$ cat config.mk
export PLATFORM = sky130hd
export DESIGN_NAME = ivp_top
export DESIGN_NICKNAME = d
export VERILOG_FILES = /design/src/hw/ivp_pkg.sv /design/src/hw/ivp_src_cell.sv /design/src/hw/ivp_top.sv /design/src/hw/ivp_w1c_flags.sv
export VERILOG_INCLUDE_DIRS = /design/src /design/src/hw
export SDC_FILE = /design/constraint.sdc
export NUM_CORES = 1
export LEC_CHECK = 0
export BUFFER_PORTS_ARGS = -buffer_cell sky130_fd_sc_hd__buf_2
export CAP_MARGIN = 20
export CORE_MARGIN = 10
export CORE_UTILIZATION = 59
export CTS_CLUSTER_SIZE = 12
export DETAILED_ROUTE_END_ITERATION = 8
export PLACE_DENSITY = 0.89
export RECOVER_POWER = 100
export SKIP_LAST_GASP = 1
export SLEW_MARGIN = 10
export SYNTH_ARGS = -nofsm -noshare
export SYNTH_HDL_FRONTEND = slang
export SYNTH_HIERARCHICAL = 1
export SYNTH_SLANG_ARGS = --single-unit
export TNS_END_PERCENT = 50
$ cat constraint.sdc
create_clock -name ref_clk -period 27.2 [get_ports ref_clk]
set_input_delay 5.44 -clock ref_clk [delete_from_list [all_inputs] [get_ports ref_clk]]
set_output_delay 5.44 -clock ref_clk [all_outputs]
set_load 0.02 [all_outputs]
$ cat src/hw/ivp_regs.svh
// Register offsets, field positions, reset values and vector constants of the interrupt vector block.
// Assumes a 32-bit APB register bus with one aligned word per register.
`ifndef IVP_REGS_SVH
`define IVP_REGS_SVH

`define IVP_OFF_EXT_A        8'h00
`define IVP_OFF_EXT_B        8'h04
`define IVP_OFF_CONV_A       8'h08
`define IVP_OFF_CONV_B       8'h0C
`define IVP_OFF_STATUS       8'h10
`define IVP_OFF_MASK         8'h14
`define IVP_OFF_CURRENT      8'h18

`define IVP_PRIO_RESET       16'h0000
`define IVP_MASK_RESET       14'h0000
`define IVP_EXT_A_WMASK      16'hFFFF
`define IVP_EXT_B_WMASK      16'hFFF0
`define IVP_CONV_A_WMASK     16'h00FF
`define IVP_CONV_B_WMASK     16'h00F0

`define IVP_FLD_HI           12
`define IVP_FLD_MH           8
`define IVP_FLD_ML           4
`define IVP_FLD_LO           0

`define IVP_LVL_NMI          5'h10
`define IVP_LVL_FIXED        5'h0F

`define IVP_VEC_NMI          8'h0B
`define IVP_VEC_BREAK        8'h0C
`define IVP_VEC_DEBUG        8'h0E
`define IVP_VEC_EXT0         8'h40
`define IVP_VEC_FLASH        8'h5B
`define IVP_VEC_CONV0        8'h5C
`define IVP_VEC_CONV1        8'h60
`define IVP_VEC_CONV2        8'h64

`endif

$ cat src/hw/ivp_pkg.sv
// Types shared by the interrupt vector block.
// Assumes nothing beyond a SystemVerilog compiler.
package ivp_pkg;
    localparam int IVP_NSRC = 14;
    typedef logic [4:0]  ivp_lvl_t;
    typedef logic [7:0]  ivp_vec_t;
    typedef logic [15:0] ivp_prio_reg_t;
    typedef enum logic [0:0] {IVP_IDLE, IVP_ANSWER} ivp_bus_state_t;
endpackage : ivp_pkg

$ cat src/hw/ivp_src_cell.sv
// One interrupt source: turns its request and priority field into an eligible flag and a level.
// Assumes the request is synchronous to the block clock; purely combinational.
module ivp_src_cell
    import ivp_pkg::*;
#(
    parameter logic     FIXED     = 1'b0,
    parameter ivp_lvl_t FIXED_LVL = 5'h00
) (
    // Source side.
    input  wire logic       req,
    input  wire logic [3:0] field,
    // Arbiter side.
    output logic            elig,
    output ivp_lvl_t        lvl
);
    // A programmable source at level zero is held off entirely.
    always_comb begin
        lvl  = FIXED ? FIXED_LVL : {1'b0, field};
        elig = req && (lvl != 5'h00);
    end
endmodule : ivp_src_cell

$ cat src/hw/ivp_top.sv
// Interrupt vector and priority unit: picks the pending source of highest level and hands its vector,
// level and table offset to the processor core.
// Assumes source requests are levels synchronous to ref_clk and an APB master on the register bus.
//
// Our own choices: the address map and register access over APB.
`include "ivp_regs.svh"

module ivp_top
    import ivp_pkg::*;
(
    // Clock, reset and clock enable.
    input  wire logic        ref_clk,
    input  wire logic        arst_n,
    input  wire logic        ce,
    // Interrupt sources.
    input  wire logic        nmi_req,
    input  wire logic        break_controller,
    input  wire logic        debug_req,
    input  wire logic [6:0]  external_request,
    input  wire logic        flash_ready_interrupt,
    input  wire logic [2:0]  conversion_end,
    // APB slave.
    input  wire logic        psel,
    input  wire logic        penable,
    input  wire logic        pwrite,
    input  wire logic [7:0]  paddr,
    input  wire logic [31:0] pwdata,
    output logic             pready,
    output logic [31:0]      prdata,
    output logic             pslverr,
    // Processor core.
    output logic             core_req,
    output ivp_vec_t         core_vector,
    output ivp_lvl_t         core_level,
    output logic [31:0]      core_offset,
    // Event interrupt.
    output logic             irq
);
    ivp_prio_reg_t          external_priority_a_q;
    ivp_prio_reg_t          external_priority_b_q;
    ivp_prio_reg_t          converter_priority_a_q;
    ivp_prio_reg_t          converter_priority_b_q;
    logic [IVP_NSRC-1:0]    mask_q;
    logic [IVP_NSRC-1:0]    status_q;
    ivp_bus_state_t         bus_state_q;
    logic                   pready_q;
    logic [31:0]            prdata_q;
    logic                   pslverr_q;
    logic                   core_req_q;
    ivp_vec_t               core_vector_q;
    ivp_lvl_t               core_level_q;
    logic [31:0]            core_offset_q;
    logic                   irq_q;

    // A parameter override needs an elaboration constant, so the fixed set lives in a localparam.
    localparam logic [IVP_NSRC-1:0] FIXED_SRC = 14'h0407;

    logic [IVP_NSRC-1:0]    src;
    logic [IVP_NSRC-1:0]    fixed_src;
    logic [3:0]             field   [IVP_NSRC];
    ivp_vec_t               vec_tab [IVP_NSRC];
    logic [IVP_NSRC-1:0]    elig;
    ivp_lvl_t               lvl     [IVP_NSRC];
    logic                   best_any;
    ivp_lvl_t               best_lvl;
    ivp_vec_t               best_vec;
    logic                   access;
    logic                   commit_wr;
    logic                   addr_ok;
    logic [31:0]            rd_mux;
    logic                   status_clr;

    // Source order is the default order, index 0 ranking highest.
    assign src = {conversion_end, flash_ready_interrupt, external_request, debug_req, break_controller, nmi_req};
    assign fixed_src = FIXED_SRC;

    // Field selection per source.
    always_comb begin
        field[0]  = 4'h0;
        field[1]  = 4'h0;
        field[2]  = 4'h0;
        field[3]  = external_priority_a_q[`IVP_FLD_HI +: 4];
        field[4]  = external_priority_a_q[`IVP_FLD_MH +: 4];
        field[5]  = external_priority_a_q[`IVP_FLD_ML +: 4];
        field[6]  = external_priority_a_q[`IVP_FLD_LO +: 4];
        field[7]  = external_priority_b_q[`IVP_FLD_HI +: 4];
        field[8]  = external_priority_b_q[`IVP_FLD_MH +: 4];
        field[9]  = external_priority_b_q[`IVP_FLD_ML +: 4];
        field[10] = 4'h0;
        field[11] = converter_priority_a_q[`IVP_FLD_ML +: 4];
        field[12] = converter_priority_a_q[`IVP_FLD_LO +: 4];
        field[13] = converter_priority_b_q[`IVP_FLD_ML +: 4];
    end

    // Vector numbers per source.
    always_comb begin
        vec_tab[0]  = `IVP_VEC_NMI;
        vec_tab[1]  = `IVP_VEC_BREAK;
        vec_tab[2]  = `IVP_VEC_DEBUG;
        for (int i = 0; i < 7; i++) begin
            vec_tab[3+i] = `IVP_VEC_EXT0 + ivp_vec_t'(i);
        end
        vec_tab[10] = `IVP_VEC_FLASH;
        vec_tab[11] = `IVP_VEC_CONV0;
        vec_tab[12] = `IVP_VEC_CONV1;
        vec_tab[13] = `IVP_VEC_CONV2;
    end

    // Fixed levels: NMI above any programmable value, the other fixed sources at 15.
    genvar g;
    generate
        for (g = 0; g < IVP_NSRC; g++) begin : g_src
            ivp_src_cell #(
                .FIXED     (FIXED_SRC[g]),
                .FIXED_LVL ((g == 0) ? `IVP_LVL_NMI : `IVP_LVL_FIXED)
            ) u_cell (
                .req   (src[g]),
                .field (field[g]),
                .elig  (elig[g]),
                .lvl   (lvl[g])
            );
        end
    endgenerate

    // Scanning from the lowest rank upward with >= lets the higher-ranked source take a tie.
    always_comb begin
        best_any = 1'b0;
        best_lvl = 5'h00;
        best_vec = 8'h00;
        for (int i = IVP_NSRC - 1; i >= 0; i--) begin
            if (elig[i] && (!best_any || lvl[i] >= best_lvl)) begin
                best_any = 1'b1;
                best_lvl = lvl[i];
                best_vec = vec_tab[i];
            end
        end
    end

    // Core request outputs, refreshed every enabled cycle.
    always_ff @(posedge ref_clk or negedge arst_n) begin
        if (!arst_n) begin
            core_req_q    <= 1'b0;
            core_vector_q <= 8'h00;
            core_level_q  <= 5'h00;
            core_offset_q <= 32'h0000_0000;
        end else if (ce) begin
            core_req_q    <= best_any;
            core_vector_q <= best_vec;
            core_level_q  <= best_lvl;
            core_offset_q <= {22'h00_0000, best_vec, 2'b00};
        end
    end

    // APB: access phase is answered on its second cycle; writes commit at the completing edge.
    assign access    = psel && penable;
    assign commit_wr = access && pready_q && pwrite && !pslverr_q;
    assign addr_ok   = (paddr == `IVP_OFF_EXT_A) || (paddr == `IVP_OFF_EXT_B) || (paddr == `IVP_OFF_CONV_A)
                    || (paddr == `IVP_OFF_CONV_B) || (paddr == `IVP_OFF_STATUS) || (paddr == `IVP_OFF_MASK)
                    || (paddr == `IVP_OFF_CURRENT);

    always_comb begin
        case (paddr)
            `IVP_OFF_EXT_A:   rd_mux = {16'h0000, external_priority_a_q};
            `IVP_OFF_EXT_B:   rd_mux = {16'h0000, external_priority_b_q};
            `IVP_OFF_CONV_A:  rd_mux = {16'h0000, converter_priority_a_q};
            `IVP_OFF_CONV_B:  rd_mux = {16'h0000, converter_priority_b_q};
            `IVP_OFF_STATUS:  rd_mux = {18'h0_0000, status_q};
            `IVP_OFF_MASK:    rd_mux = {18'h0_0000, mask_q};
            `IVP_OFF_CURRENT: rd_mux = {core_req_q, 10'h000, core_level_q, 8'h00, core_vector_q};
            default:          rd_mux = 32'h0000_0000;
        endcase
    end

    always_ff @(posedge ref_clk or negedge arst_n) begin
        if (!arst_n) begin
            bus_state_q <= IVP_IDLE;
            pready_q    <= 1'b0;
            prdata_q    <= 32'h0000_0000;
            pslverr_q   <= 1'b0;
        end else if (ce) begin
            case (bus_state_q)
                IVP_IDLE: begin
                    if (access) begin
                        bus_state_q <= IVP_ANSWER;
                        pready_q    <= 1'b1;
                        prdata_q    <= pwrite ? 32'h0000_0000 : rd_mux;
                        pslverr_q   <= !addr_ok;
                    end
                end
                IVP_ANSWER: begin
                    bus_state_q <= IVP_IDLE;
                    pready_q    <= 1'b0;
                    prdata_q    <= 32'h0000_0000;
                    pslverr_q   <= 1'b0;
                end
                default: begin
                    bus_state_q <= IVP_IDLE;
                    pready_q    <= 1'b0;
                end
            endcase
        end
    end

    // Priority registers; reserved bits stay zero whatever is written.
    always_ff @(posedge ref_clk or negedge arst_n) begin
        if (!arst_n) begin
            external_priority_a_q  <= `IVP_PRIO_RESET;
            external_priority_b_q  <= `IVP_PRIO_RESET;
            converter_priority_a_q <= `IVP_PRIO_RESET;
            converter_priority_b_q <= `IVP_PRIO_RESET;
        end else if (ce && commit_wr) begin
            case (paddr)
                `IVP_OFF_EXT_A:  external_priority_a_q  <= pwdata[15:0] & `IVP_EXT_A_WMASK;
                `IVP_OFF_EXT_B:  external_priority_b_q  <= pwdata[15:0] & `IVP_EXT_B_WMASK;
                `IVP_OFF_CONV_A: converter_priority_a_q <= pwdata[15:0] & `IVP_CONV_A_WMASK;
                `IVP_OFF_CONV_B: converter_priority_b_q <= pwdata[15:0] & `IVP_CONV_B_WMASK;
                default: begin
                end
            endcase
        end
    end

    always_ff @(posedge ref_clk or negedge arst_n) begin
        if (!arst_n) begin
            mask_q <= `IVP_MASK_RESET;
        end else if (ce && commit_wr && paddr == `IVP_OFF_MASK) begin
            mask_q <= pwdata[IVP_NSRC-1:0];
        end
    end

    // Each pending request also latches a sticky event flag for polling software.
    assign status_clr = commit_wr && (paddr == `IVP_OFF_STATUS);

    ivp_w1c_flags #(
        .W (IVP_NSRC)
    ) u_status (
        .ref_clk  (ref_clk),
        .arst_n   (arst_n),
        .ce       (ce),
        .set      (src),
        .clr_we   (status_clr),
        .clr_data (pwdata[IVP_NSRC-1:0]),
        .flags_q  (status_q)
    );

    // Uses the flags' next value so the level follows a clear in the same cycle.
    always_ff @(posedge ref_clk or negedge arst_n) begin
        if (!arst_n) begin
            irq_q <= 1'b0;
        end else if (ce) begin
            irq_q <= |(((status_q & ~(status_clr ? pwdata[IVP_NSRC-1:0] : '0)) | src) & mask_q);
        end
    end

    assign pready      = pready_q;
    assign prdata      = prdata_q;
    assign pslverr     = pslverr_q;
    assign core_req    = core_req_q;
    assign core_vector = core_vector_q;
    assign core_level  = core_level_q;
    assign core_offset = core_offset_q;
    assign irq         = irq_q;
endmodule : ivp_top

$ cat src/hw/ivp_w1c_flags.sv
// Sticky event flags, cleared by writing ones.
// Assumes set and clear are synchronous to the clock; set wins over clear.
module ivp_w1c_flags
    import ivp_pkg::*;
#(
    parameter int W = 14
) (
    // Clock and reset.
    input  wire logic         ref_clk,
    input  wire logic         arst_n,
    input  wire logic         ce,
    // Events and clear.
    input  wire logic [W-1:0] set,
    input  wire logic         clr_we,
    input  wire logic [W-1:0] clr_data,
    // Flags.
    output logic      [W-1:0] flags_q
);
    always_ff @(posedge ref_clk or negedge arst_n) begin
        if (!arst_n) begin
            flags_q <= '0;
        end else if (ce) begin
            flags_q <= (flags_q & ~(clr_we ? clr_data : '0)) | set;
        end
    end
endmodule : ivp_w1c_flags
==> metrics.cfg, run 1 <==
[layout]
final_area_mm2=0.00998
fin_cells=1296
drive_gt1_share_pct=21.7
fin_nets=1196
fin_util_pct=64.9
syn2layout_area_growth_pct=6.87
regArea_mm2=0.00268
n_antenna_cell=0
n_fill_cell=1179
multi_input_area_mm2=0.00584

[global_routing]
grt_pass1_wl_um=42600
antenna_found_initial=2
grt_usage_pct=23.9
grt_max_degree=91
grt_pass1_vias=8187
grt_overflow=0

[setup_path]
required_ps=27430
path_max_fanout=7
endpoint_kind=flip-flop
crit_path_max_incr_delay_ps=480
critPathKind=in -> reg
cp_slowest_cell=a2111oi_4
cp_data_arrival_time_ps=26430
cp-start-kind=input pin
cp_common_cell=ha_1
r2r_start=converter_priority_b_q[5]
r2r_slack_ps=5570
reg2regPathDepth=106
r2r-end=core_level[0]

[drt]
ant_nets=0
route.detailed.drc=0
drt_iter0_drc=930
wl_um=27600
dr.pass1.iters=7
drt-wirelength-per-cell_um=21.3
viasPerCell=6.50
vias=8419

[logic_synthesis]
synth-seq-cells=107
synth.top_cells.by_area=dfrtp_1 (29%), buf_4 (9.5%), mux2_2 (8.8%), ha_1 (7.4%), o21ai_0 (3.4%)
ys_async_sr_fraction_pct=100
synth_top_area_share_pct=28.7
yosys.area.top_type=dfrtp_1
synth_warnings=6
synth_ff_type=dfrtp_1
synth_most_common_cell=buf_4
avgSynthCellArea_um2=8.95
synth_edf_count=0
yosysSeqAreaShare_pct=28.7
syn_inst=1044
ys_types=83
synthTopCellsByCount=buf_4 (118), dfrtp_1 (107), nand2_1 (77)
netlist_area_mm2=0.00934

[worst_hold_path]
whs_path_depth=1
min_path_type=reg -> reg
whs_endpoint=prdata[0]
worstHoldStart=prdata[0]

[sta]
min_period_ps=26190
fin_worst_skew_ps=10.4
slew_headroom_pct=-145
finalSetupViolCount=0
hold_violations=0
finalCritPeriodShare_pct=96.3
finalHoldWorstSlack_ps=481
fmax_mhz=38.2
max_slew.worst_pin.slew_ps=3670
slew_violations=72

[placed_design]
place_area_mm2=0.00934
portBuffers=88
dp.cells=1259
hpwl_um=20400
gp_congestion=0.963

[floorplan]
die-area_mm2=0.0213
rows=45
start_util_pct=60.8
coreArea_mm2=0.0154
dieHeight_um=146
die_w_um=146
pin_count=141

[clocking]
clockRootBuffer=clkbuf_16
clk_pin_slew_ps=70
htree_levels=3
insertion_delay_ps=350
postCtsHoldBufs=0
clock_path_buffers=2
cts_inserted_buffers=9
cts_tree=done
cts_sinks=107

[power_and_ir_drop]
p_per_area_mw_per_mm2=38.4
comb_power_share_pct=21.5
internal_power_uw=266
p_clk_share_pct=34.4
swShare_pct=30.5
pwr-share-seq_pct=44.0
power_uw=383
ir_drop_mv=0.0420
switchingPower_uw=117
cellLeakagePower_uw=0.00449

[status]
status=finished with violations
violations=max-capacitance violations, max-slew violations

[job]
cap_violations=1

## power groups by stage
stage | clock network [uW] | logic [uW] | registers (uW)
floorplan | 0 | 53.8 | 174
global placement | 0 | 71.5 | 171
detailed placement | 0 | 73.9 | 171
CTS | 132 | 74.4 | 168
global route | 138 | 90.6 | 169
finish | 132 | 82.6 | 169
## per-layer routing
| layer | wire length [um] | vias up | GRT usage [%] |
|---|---|---|---|
| met5 | 27 | - | 0 |
| met4 | 1280 | 4 | 10.1 |
| met3 | 2790 | 103 | 5.99 |
| met2 | 12400 | 497 | 37.1 |
| met1 | 11000 | 4049 | 31.0 |
| li1 | - | 3766 | - |
## per-stage QoR
stage	TNS, ps	worst slack, ps
4_1_cts	0	191
3_5_place_dp	-208	-67.9
6_report	0	1010
3_3_place_gp	0	227
2_1_floorplan	0	804
5_1_grt	-1720	-188
## critical path: cells and delay by family
family | cells | cell delay (ps)
AO/OA/AOI/OAI | 40 | 8300
adder cells (fa/ha/maj) | 14 | 3620
buffers and inverters | 9 | 1250
multiplexers | 8 | 2520
AND/OR/NAND/NOR | 38 | 5270
## placed cells by master, fill, tap and decap left out, types with 5 or more instances in the layout
cell       count
nor2b_1       12
o41a_1        10
buf_4         39
nor2_1        43
conb_1        66
a221o_1        6
mux2_2        72
nor3_1        10
a31o_2         6
a31oi_1       10
clkbuf_16      9
o21ai_1        6
o21ai_0       57
nor3b_1        5
o21a_1        10
a22o_1        31
mux2i_1       21
a21oi_1       31
a21boi_0      16
buf_2         42
and2_1        10
dfrtp_1      107
nand2b_1      18
inv_1         47
ha_1          51
nand2_1       76
a222oi_1       5
nand3_1       38
a22oi_1        7
clkbuf_1      49
or2_2          6
a221oi_1      13
o31ai_1        6
a21o_1        11
## registers in the layout (all words and copies together), names as in the netlist
| name | count |
|---|---|
| bus_state_q | 1 |
| converter_priority_a_q | 8 |
| converter_priority_b_q | 4 |
| core_level | 5 |
| core_req | 1 |
| core_vector | 7 |
| external_priority_a_q | 16 |
| external_priority_b_q | 12 |
| irq | 1 |
| mask_q | 14 |
| prdata | 22 |
| pready | 1 |
| pslverr | 1 |
| u_status/flags_q | 14 |
## cell type report
| cell class | instances | share of cell area [%] |
|---|---|---|
| multi-input combinational | 782 | 58.5 |
| inverter | 48 | 1.80 |
| timing repair buffer | 133 | 7.22 |
| clock buffer | 10 | 2.39 |
| tap | 211 | 2.64 |
| sequential | 107 | 26.8 |
| clock inverter | 5 | 0.627 |
## how the worst max path moves through the flow
stage                                  from              to  slack, ps  cells after the start
after floorplan           conversion_end[2]   core_level[2]        800                    105
after global placement    conversion_end[2]  core_vector[4]        230                    105
after detailed placement  conversion_end[2]  core_vector[4]        -70                    105
after CTS                 conversion_end[2]  core_vector[5]        190                    105
after global routing      conversion_end[2]   core_level[1]       -190                    109
final                     conversion_end[2]   core_level[0]       1010                    109
## cells by family after synthesis
family	synth area share [%]
other cells	0.763
simple gates	14.2
mux	11.2
flops	28.7
compound gates	24.2
fa+ha+maj	7.69
buf+inv	13.3
## repair_timing
item	4_1_cts	5_1_grt
gates resized for setup	0	53
buffers inserted	0	19
endpoints found under the setup margin	0	12
Power figures use the tool's default switching activity.
==> run 2: changes to the inputs <==
Settings changed: CAP_MARGIN 20 to default, CORE_ASPECT_RATIO from default to 1.25, CORE_UTILIZATION 59 to 35, PLACE_DENSITY 0.89 to 0.6.
==> metrics.cfg, run 2 (same netlist as run 1, synthesis figures left out) <==
[setup_path]
critPathKind=in -> reg
path_max_fanout=7
required_ps=27490
crit_path_max_incr_delay_ps=420
endpoint_kind=flip-flop
cp_common_cell=ha_1
cp_data_arrival_time_ps=26150
cp-start-kind=input pin
cp_slowest_cell=a221o_1

[global_routing]
grt_pass1_wl_um=43200
antenna_found_initial=0
grt_overflow=0
grt_pass1_vias=7526
grt_max_degree=68
grt_usage_pct=15.7

[floorplan]
coreArea_mm2=0.0262
dieHeight_um=203
rows=66
die-area_mm2=0.0337
start_util_pct=35.7
die_w_um=166
pin_count=141

[drt]
vias=7918
ant_nets=0
dr.pass1.iters=5
route.detailed.drc=0
viasPerCell=5.60
wl_um=28200
drt-wirelength-per-cell_um=19.9
drt_iter0_drc=657

[clocking]
cts_tree=done
cts_inserted_buffers=9
postCtsHoldBufs=0
insertion_delay_ps=350
cts_sinks=107
htree_levels=3
clockRootBuffer=clkbuf_16
clock_path_buffers=2
clk_pin_slew_ps=70

[placed_design]
preCtsSetupSlack_ps=154
dp.cells=1396
portBuffers=88
hpwl_um=22300
gp_congestion=0.875

[sta]
fin_tns_setup_ps=0
slew_headroom_pct=-140
max_slew.worst_pin.slew_ps=3590
min_period_ps=25860
fin_ws_ps=1340
finalCritPeriodShare_pct=95.1
fin_worst_skew_ps=8.36
finalSetupViolCount=0
hold_violations=0
fmax_mhz=38.7
slew_violations=110
finalHoldWorstSlack_ps=479

[layout]
syn2layout_area_growth_pct=6.42
final_common_cell=dfrtp_1
layout_common_cells=dfrtp_1 (107), nand2_1 (76), mux2_2 (73), conb_1 (66), o21ai_0 (61)
drive_gt1_share_pct=19.7
fin_cells=1415
n_antenna_cell=0
fin_nets=1185
largest_reg_flops=22

[status]
violations=max-capacitance violations, max-slew violations
status=finished with violations

[power_and_ir_drop]
cellLeakagePower_uw=0.00445
power_uw=390
p_per_area_mw_per_mm2=39.2
ir_drop_mv=0.0328

[worst_hold_path]
min_path_type=reg -> reg

[job]
cap_violations=2

-- run 2: final cells by class --
class                           count  area (um^2)
Clock inverter                      4         72.6
Timing Repair Buffer              122          631
Sequential cell                   107         2680
Multi-Input combinational cell    782         5700
Clock buffer                       12          256
Inverter                           48          180
Fill cell                        2728        16200
Tap cell                          340          425
-- run 2: per-stage QoR --
step / cell area, um^2 / utilization (%)
CTS: 9890 / 37.8
floorplan: 9520 / -
detailed placement: 9560 / 36.5
global route: 9940 / 38.0
finish: 9940 / 38.0
global placement: 9560 / 36.5
-- run 2: routing by layer --
metal,routed length (um),global-route usage (%),part of all wire [%]
met5,0,0,0
met4,541,3.77,1.9
met3,1330,2.22,4.7
met1,12000,19.4,42
met2,14400,28.2,51
-- run 2: where the power goes --
part	switching [uW]	internal (uW)	total, uW
Combinational	50.3	26.6	76.8
Clock	58.5	85.7	144
Sequential	5.70	163	169
-- run 2: repair_timing --
item | 4_1_cts | 5_1_grt
setup endpoints to repair | 0 | 12
setup buffers | 0 | 3
gates resized for setup | 0 | 24
-- run 2: worst paths after layout --
kind	start	end	slack, ps	cells after the start
worst max-delay path	conversion_end[2]	core_vector[4]	1340	104
max in group asynchronous	arst_n	mask_q[12]	17190	2
min in group asynchronous	arst_n	prdata[18]	5710	1
worst min register to register	prdata[0]	prdata[0]	480	1
worst min-delay path	prdata[0]	prdata[0]	480	1
worst max register to register	converter_priority_b_q[5]	core_vector[4]	5900	102
-- run 2: critical path: cells and delay by family --
| family | cells | cell delay, ps |
|---|---|---|
| simple gates | 31 | 4930 |
| fa+ha+maj | 14 | 3770 |
| buf+inv | 6 | 600 |
| mux | 8 | 2370 |
| compound gates | 45 | 8970 |
